==> config.mk <==
export PLATFORM = sky130hd
export DESIGN_NAME = dms_core_flat
export DESIGN_NICKNAME = d
export VERILOG_FILES = /design/src/include/dms_pkg.sv /design/src/include/dms_if.sv /design/src/logic/dms_core.sv /design/src/flat_wrapper.sv
export SDC_FILE = /design/constraint.sdc
export NUM_CORES = 1
export LEC_CHECK = 0
export ABC_AREA = 1
export BUFFER_PORTS_ARGS = -buffer_cell sky130_fd_sc_hd__buf_4
export CAP_MARGIN = 10
export CORE_MARGIN = 8
export CORE_UTILIZATION = 63
export DETAILED_ROUTE_END_ITERATION = 6
export HOLD_SLACK_MARGIN = 0.06
export PLACE_DENSITY = 0.81
export SLEW_MARGIN = 10
export SYNTH_ARGS = -nofsm -noshare
export SYNTH_HDL_FRONTEND = slang
export SYNTH_SLANG_ARGS = --single-unit
==> constraint.sdc <==
create_clock -name REF_CLK_I -period 3.9 [get_ports REF_CLK_I]
set_input_delay 0.585 -clock REF_CLK_I [delete_from_list [all_inputs] [get_ports REF_CLK_I]]
set_output_delay 0.585 -clock REF_CLK_I [all_outputs]
set_load 0.02 [all_outputs]
==> src/include/dms_pkg.sv <==
package dms_pkg;
	// ====================
	// Register map (parallel byte addresses)
	localparam logic [5:0] FIRST_TUNING_ADDR  = 6'h04;
	localparam logic [5:0] SECOND_TUNING_ADDR = 6'h0a;
	localparam logic [5:0] PHASE_OFS_ADDR     = 6'h00;
	localparam logic [5:0] AMPLITUDE_ADDR     = 6'h21;
	localparam logic [5:0] MODE_CONFIG_ADDR   = 6'h1f;
	localparam int         TUNING_BYTES       = 6;
	localparam int         TUNING_W           = 48;
	localparam int         PHASE_W            = 14;
	localparam int         AMPL_W             = 12;
	localparam int         DAC_W              = 12;
	// ====================
	// Mode field layout and reset values
	localparam int         MODE_LSB           = 1;
	localparam int         MODE_W             = 3;
	localparam logic [7:0] MODE_CONFIG_RESET  = 8'h00;
	localparam logic [DAC_W-1:0] DAC_MIDSCALE = 12'h800;
	// ====================
	// Timing of the host programming port
	localparam int         CLK_HZ             = 125_000_000;
	localparam int         PAR_BYTE_HZ        = 100_000_000;
	localparam int         PAR_BYTE_CYC       = (CLK_HZ + PAR_BYTE_HZ - 1) / PAR_BYTE_HZ;
	// ====================
	// Mode encodings
	typedef enum logic [2:0] {
		MODE_SINGLE_TONE = 3'h0,
		MODE_FSK         = 3'h1,
		MODE_RAMPED_FSK  = 3'h2,
		MODE_CHIRP       = 3'h3,
		MODE_BPSK        = 3'h4
	} dms_mode_t;
endpackage : dms_pkg

==> src/include/dms_if.sv <==
interface dms_if;
	logic       init;
	logic       wr_strobe;
	logic [5:0] addr;
	logic [7:0] wdata;
	logic       keying_select_pin;
	modport device (input init, input wr_strobe, input addr, input wdata, input keying_select_pin);
	modport host   (output init, output wr_strobe, output addr, output wdata,
		output keying_select_pin);
endinterface : dms_if

==> src/logic/dms_core.sv <==
// Overview of operation
// Mode comes from three bits at 1F
// Codes 000..100 select five modes
// Init returns mode to single-tone
// Single-tone uses first tuning value, reset zero
// Defaults give 0 Hz, zero phase
// Zero amplitude drives converters midscale
// Host computes tuning value from frequency
// Accumulator never reset on tuning change
// 14-bit phase offset on cosine path
// 12-bit amplitude control in single-tone
// Settings writable while running, byte port
// FSK pin low first, high second
// FSK switching phase-continuous, fixed latency
// Keying pin ignored in single-tone
// Phase offset disabled in phase-keying mode
// Host writes registers for user output
// Init high restores all defaults
// Keying pin synchronised before use
module dms_core
	import dms_pkg::*;
#(
	parameter int ACC_W = TUNING_W
)
(
	// Clock and reset
	input  wire logic              REF_CLK_I,
	input  wire logic              RST_N_I,
	input  wire logic              CLK_EN_I,
	// Link
	dms_if.device                  link,
	// Converter and status outputs
	output logic [DAC_W-1:0]       COS_DAC_O,
	output logic [DAC_W-1:0]       CTRL_DAC_O,
	output logic [PHASE_W-1:0]     PHASE_O,
	output logic [2:0]             MODE_O,
	output logic                   KEY_SEL_O
);
	logic [TUNING_W-1:0] low_select_freq;
	logic [TUNING_W-1:0] high_select_freq;
	logic [7:0]          mode_config_reg;
	logic [PHASE_W-1:0]  phase_ofs;
	logic [AMPL_W-1:0]   amplitude;
	logic [ACC_W-1:0]    phase_acc;
	logic                key_meta;
	logic                key_sync;
	logic                key_use;

	// ====================
	// Byte lane decode
	function automatic logic [TUNING_W-1:0] put_byte(input logic [TUNING_W-1:0] w,
		input logic [5:0] idx, input logic [7:0] b);
		logic [TUNING_W-1:0] r;
		r = w;
		// Lowest address holds the top byte
		r[8*(TUNING_BYTES-1-int'(idx)) +: 8] = b;
		return r;
	endfunction : put_byte

	wire       in_first  = link.addr >= FIRST_TUNING_ADDR && link.addr < SECOND_TUNING_ADDR;
	wire       in_second = link.addr >= SECOND_TUNING_ADDR
		&& link.addr < SECOND_TUNING_ADDR + 6'(TUNING_BYTES);
	wire [5:0] first_idx  = link.addr - FIRST_TUNING_ADDR;
	wire [5:0] second_idx = link.addr - SECOND_TUNING_ADDR;
	wire       wr         = link.wr_strobe && !link.init;

	// mode field decode
	wire [2:0] mode_field = mode_config_reg[MODE_LSB +: MODE_W];
	// undefined codes fall back to single-tone
	wire dms_mode_t mode = (mode_field > 3'(MODE_BPSK)) ? MODE_SINGLE_TONE
		: dms_mode_t'(mode_field);
	// pin ignored in single-tone
	assign key_use = (mode != MODE_SINGLE_TONE) && key_sync;
	// pin selects tuning value in FSK
	wire [TUNING_W-1:0] tuning_value = (mode == MODE_FSK && key_use) ? high_select_freq
		: low_select_freq;
	// no phase offset in phase keying
	wire [PHASE_W-1:0] ofs_use = (mode == MODE_BPSK) ? '0 : phase_ofs;
	// offset added on cosine path
	wire [PHASE_W-1:0] cos_phase = phase_acc[ACC_W-1 -: PHASE_W] + ofs_use;
	wire [DAC_W-1:0]   cos_code  = (amplitude == '0) ? DAC_MIDSCALE
		: DAC_MIDSCALE + (cos_phase[PHASE_W-1] ? 12'h000 - amplitude[AMPL_W-1:1]
		: {1'b0, amplitude[AMPL_W-1:1]});

	// ====================
	// Register file
	always_ff @(posedge REF_CLK_I or negedge RST_N_I)
	begin
		if (!RST_N_I)
		begin
			low_select_freq  <= '0;
			high_select_freq <= '0;
			mode_config_reg  <= MODE_CONFIG_RESET;
			phase_ofs        <= '0;
			amplitude        <= '0;
		end
		else if (CLK_EN_I)
		begin
			// init restores defaults
			if (link.init)
			begin
				low_select_freq  <= '0;
				high_select_freq <= '0;
				// default single-tone
				mode_config_reg  <= MODE_CONFIG_RESET;
				phase_ofs        <= '0;
				amplitude        <= '0;
			end
			// live byte updates
			else if (wr)
			begin
				if (in_first)
					low_select_freq <= put_byte(low_select_freq, first_idx, link.wdata);
				else if (in_second)
					high_select_freq <= put_byte(high_select_freq, second_idx, link.wdata);
				else if (link.addr == MODE_CONFIG_ADDR)
					mode_config_reg <= link.wdata;
				else if (link.addr == PHASE_OFS_ADDR)
					phase_ofs <= {link.wdata[5:0], phase_ofs[7:0]};
				else if (link.addr == PHASE_OFS_ADDR + 6'h01)
					phase_ofs[7:0] <= link.wdata;
				else if (link.addr == AMPLITUDE_ADDR)
					amplitude <= {link.wdata[3:0], amplitude[7:0]};
				else if (link.addr == AMPLITUDE_ADDR + 6'h01)
					// 12-bit amplitude
					amplitude[7:0] <= link.wdata;
			end
		end
	end

	// ====================
	// Synchroniser and accumulator datapath
	always_ff @(posedge REF_CLK_I or negedge RST_N_I)
	begin
		if (!RST_N_I)
		begin
			key_meta   <= 1'b0;
			key_sync   <= 1'b0;
			phase_acc  <= '0;
			COS_DAC_O  <= DAC_MIDSCALE;
			CTRL_DAC_O <= DAC_MIDSCALE;
			PHASE_O    <= '0;
			MODE_O     <= 3'h0;
			KEY_SEL_O  <= 1'b0;
		end
		else if (CLK_EN_I)
		begin
			// two-stage synchroniser
			key_meta <= link.keying_select_pin;
			key_sync <= key_meta;
			// init clears phase for 0 Hz
			if (link.init)
				phase_acc <= '0;
			else
				// continuous on tuning change; fixed latency
				// advanced by tuning value
				phase_acc <= phase_acc + ACC_W'(tuning_value);
			// zero amplitude gives midscale
			COS_DAC_O  <= cos_code;
			CTRL_DAC_O <= (amplitude == '0) ? DAC_MIDSCALE : cos_code;
			PHASE_O    <= cos_phase;
			MODE_O     <= mode;
			KEY_SEL_O  <= key_use;
		end
	end
endmodule : dms_core

==> src/flat_wrapper.sv <==
// flat-port wrapper written by rule: the top's interface ports become plain ports
module dms_core_flat import dms_pkg::*;
#(
	parameter int ACC_W = TUNING_W
)
  (REF_CLK_I, RST_N_I, CLK_EN_I, COS_DAC_O, CTRL_DAC_O, PHASE_O, MODE_O, KEY_SEL_O, link_init, link_wr_strobe, link_addr, link_wdata, link_keying_select_pin);
  dms_if link_i ();
  input  wire logic REF_CLK_I;
  input  wire logic RST_N_I;
  input  wire logic CLK_EN_I;
  output logic [DAC_W-1:0] COS_DAC_O;
  output logic [DAC_W-1:0] CTRL_DAC_O;
  output logic [PHASE_W-1:0] PHASE_O;
  output logic [2:0] MODE_O;
  output logic KEY_SEL_O;
  input wire logic [$bits(link_i.init)-1:0] link_init;
  input wire logic [$bits(link_i.wr_strobe)-1:0] link_wr_strobe;
  input wire logic [$bits(link_i.addr)-1:0] link_addr;
  input wire logic [$bits(link_i.wdata)-1:0] link_wdata;
  input wire logic [$bits(link_i.keying_select_pin)-1:0] link_keying_select_pin;
  assign link_i.init = link_init;
  assign link_i.wr_strobe = link_wr_strobe;
  assign link_i.addr = link_addr;
  assign link_i.wdata = link_wdata;
  assign link_i.keying_select_pin = link_keying_select_pin;
  dms_core #(.ACC_W(ACC_W)) u_core (.REF_CLK_I(REF_CLK_I), .RST_N_I(RST_N_I), .CLK_EN_I(CLK_EN_I), .link(link_i), .COS_DAC_O(COS_DAC_O), .CTRL_DAC_O(CTRL_DAC_O), .PHASE_O(PHASE_O), .MODE_O(MODE_O), .KEY_SEL_O(KEY_SEL_O));
endmodule
==> metrics.md <==
| Metric | Value |
|---|---|
| Multiplexer share of the synthesized area | 2.241% |
| Synth Instances | 2183 |
| Layout cells sized above 1 | 10.47% |
| Number of max-cap violations | 0 |
| Worst-path clk slew | 60 ps |
| Kind of critical path | reg2reg |
| Ys flop type | dfrtp_1 |
| I/O pins | 62 |
| Clock root buffer | clkbuf_16 |
| Hold Buf Count CTS | 0 |
| DP Area | 0.01585 mm2 |
| GP Congestion | 1.018 |
| Status | finished, final reports clean |
| Area of the multi-input gates | 0.008721 mm2 |
| Final WL | 45.37 mm |
| CP Capture Type | flop |
| Slowest stage delay, CP | 430 ps |
| Most common cell after layout, fill and taps aside | nand2_1 |
| Top flop regs | u_core.high_select_freq: 48 flops, u_core.low_select_freq: 48 flops, u_core.phase_acc: 48 flops |
| Initial Util | 64.23% |
| Fmax | 0.2797 GHz |
| Synth top area cells | dfrtp_1 (34%), nand2_1 (17%), ha_1 (7.4%), o21ai_0 (5.7%), inv_1 (5.5%) |
| Worst r2r path cells | 16 |
| Setup TNS | 0 ps |
| EDFF count, synth | 0 |
| Layout Cells excl Fill | around 2600 |
| WL met3 | 3.252 mm |
| Syn_nets | 2294 |
| Final ANT Viol Nets | 0 |
| RSZ-0062 raised after global routing | no |
| Slew margin rel. | around 36% |
| Post-synthesis adder-cell area fraction | 7.651% |
| Crit path max-delay cell type | fa_1 |
| Leakage power | 8.547 nW |
| Drt pass-1 iters | 6 |
| Worst R2R End | u_core.phase_acc[46]$_DFFE_PN0P_ |
| Share of synthesized flip-flops with an asynchronous set or reset | 100.0% |
| Crit-path cells | inv_1, nand4_1, buf_4, o21ai_0, inv_1, fa_1, inv_1, nand2_1, o21ai_0, a21boi_0, o21ai_0, nand3_1, nand3_1, nand2_1, nand3_1, nand2_1 |
| Clock tree from TritonCTS | built |
| Vias per cell | 5.813 |
| Synth Area in Simple Gates | 35.50% |
| Grt total ovfl | 0 |
| CTS Buffer Depth | 3 |
| Final instance area | 0.01667 mm2 |
| Endpoints failing setup | 0 |
| Met2 Wirelength | 20.90 mm |
| Unique cell type count in the Yosys netlist | 54 |
| Syn. warnings | 0 |
| Critical R2R Launch | u_core.mode_config_reg[3]$_DFFE_PN0P_ |
| Wirelength per Cell | 17.64 um |
| Area growth, synth to finish | 10.57% |
| Skew final | roughly 21 ps |
| Register area | approximately 0.0051 mm2 |
| Largest net degree at the start of global routing | 103 |
| Largest family of logic cells by synthesized area | simple AND/OR/NAND/NOR gates |
| Tot GR Track Use | 31.01% |
| Crit path DAT | 3990 ps |
| R2r setup slk | 330 ps |
| Vias in the first global route | 14179 |
| Clk Latency, worst-skew pair | 540 ps |
| Total clock buffers created by CTS | 24 |
| Area leader, netlist | dfrtp_1 |
| # nets final | 2346 |
| N_diodes | 0 |
| Synth Area in XOR/XNOR | 0.5809% |
| Power Density | 348.9 mW/mm2 |
| Die Span Y | 170.7 um |
| # clock sinks | 205 |
| CP endpoint | u_core.phase_acc[46]$_DFFE_PN0P_ |
| Slew Viols, Final | 0 |
| H-tree Lvls | 1 |
| Tcrit/Tclk final | about nine tenths |
| Drt drc | 0 |
| Commonest cells after routing, fill and taps aside | nand2_1 (683), inv_1 (222), nor2_1 (220) |
| First-pass GRT wire length | 72.35 mm |
| Min Tclk post-route | 3575 ps |
| Post-CTS Setup Bufs | 0 |
| Post-synthesis compound-gate area fraction | between 10% and 20% |
| Sequential share of the synthesized area | between 30% and 40% |
| Routed metal-1 wire length | around 19 mm |
| Type of origin of the critical path | flop |
| Required @ worst endpoint | 4320 ps |
| Util after Layout | 71.02% |
| Initial detailed-routing violation count | 1515 |
| Top layer in use | met4 |
| Core area | 0.02347 mm2 |
| CP max FO | 9 |
| Die area | about 0.03 mm2 |
| Type of the most critical hold path | in2async |
| Row cnt | between 50 and 60 |
| Post-synth design cell area | 0.01508 mm2 |
| Slew @ Worst Pin | 957.7 ps |
| Critical path launch point | u_core.mode_config_reg[3]$_DFFE_PN0P_ |
| #FFs+latches synth | 205 |
| # placed instances | 2528 |
| Initial antenna violation count | 0 |
| Fillers | 2014 |
| DR vias | 14950 |
| Peak VDD IR | about 0.30 mV |
| Post-CTS sizing | 0 |
| Final hold violation count | 0 |
| Post-synth top area share | 33.86% |
| # port buffers | 61 |
| Die X | 170.7 um |
| Syn avg cell area | around 7 um2 |
| DPL Wire Length | around 35 mm |
## cell usage after synthesis (all sizes together) (9+ instances only)
master,n
a21o,9
or2,12
o21bai,9
nand2,706
nor2,229
nor3,48
nand4,50
dfrtp,204
o21ai,195
mux2,30
clkbuf,29
a21oi,95
nor4,13
ha,89
nand3,154
buf,35
inv,232
## logic make-up (layout without fill, tap and decap cells)
| logic type | count (synthesis) | after routing |
|---|---|---|
| and+or+nand+nor | 1218 | 1218 |
| muxes | 30 | 30 |
| xor gates and xnor gates | 10 | 10 |
| DFF | 205 | 205 |
| buffers and inverters | 297 | 367 |
| adders and majority gates | 91 | 91 |
| AOI/OAI and AO/OA | 332 | 332 |
## through the flow
stage          setup WS [ps]  hold WS (ps)  power (W)
6_report               325.1         159.2   0.005817
5_1_grt                22.72         223.7   0.006058
4_1_cts                320.0         188.6   0.005833
3_5_place_dp          -37.91         452.7   0.003543
3_3_place_gp           73.47         448.1   0.003504
2_1_floorplan          447.9         289.4   0.003157
## routing by layer
metal  global-route usage (%)  vias to the layer above
li1                         -                     7256
met1                    41.13                     6968
met2                    51.10                      611
met3                    3.595                      115
met4                    12.55                        0
met5                        0                        -
## where the power goes
group	switching [W]	internal [W]	leakage, nW
logic	0.000773	0.000391	5.35
clock network	0.000945	0.00135	0.404
registers	0.0000924	0.00226	2.80
## cell type report
cell class	instances	share of cell area, %
Sequential cell	205	30.78
Multi-Input combinational cell	1681	52.31
Clock buffer	31	4.000
Clock inverter	13	0.9231
Inverter	233	5.276
Tap cell	319	2.394
Timing Repair Buffer	90	4.316
## worst min-delay path by stage
stage                                                 from                                     end
CTS                                                RST_N_I        u_core.phase_acc[28]$_DFFE_PN0P_
finish                                             RST_N_I        u_core.phase_acc[28]$_DFFE_PN0P_
detailed placement  u_core.low_select_freq[24]$_DFFE_PN0P_  u_core.low_select_freq[24]$_DFFE_PN0P_
floorplan                                          RST_N_I        u_core.CTRL_DAC_O[0]$_DFFE_PN0P_
global placement    u_core.low_select_freq[43]$_DFFE_PN0P_  u_core.low_select_freq[43]$_DFFE_PN0P_
global route                                       RST_N_I        u_core.phase_acc[28]$_DFFE_PN0P_
## critical path, delay by kind of cell, from the launching register on
kind	cells	cell delay [ps]
fa+ha+maj	1	430
simple gates	7	790
buf+inv	4	550
compound gates	4	1280
flops	1	420
Power figures use the tool's default switching activity.
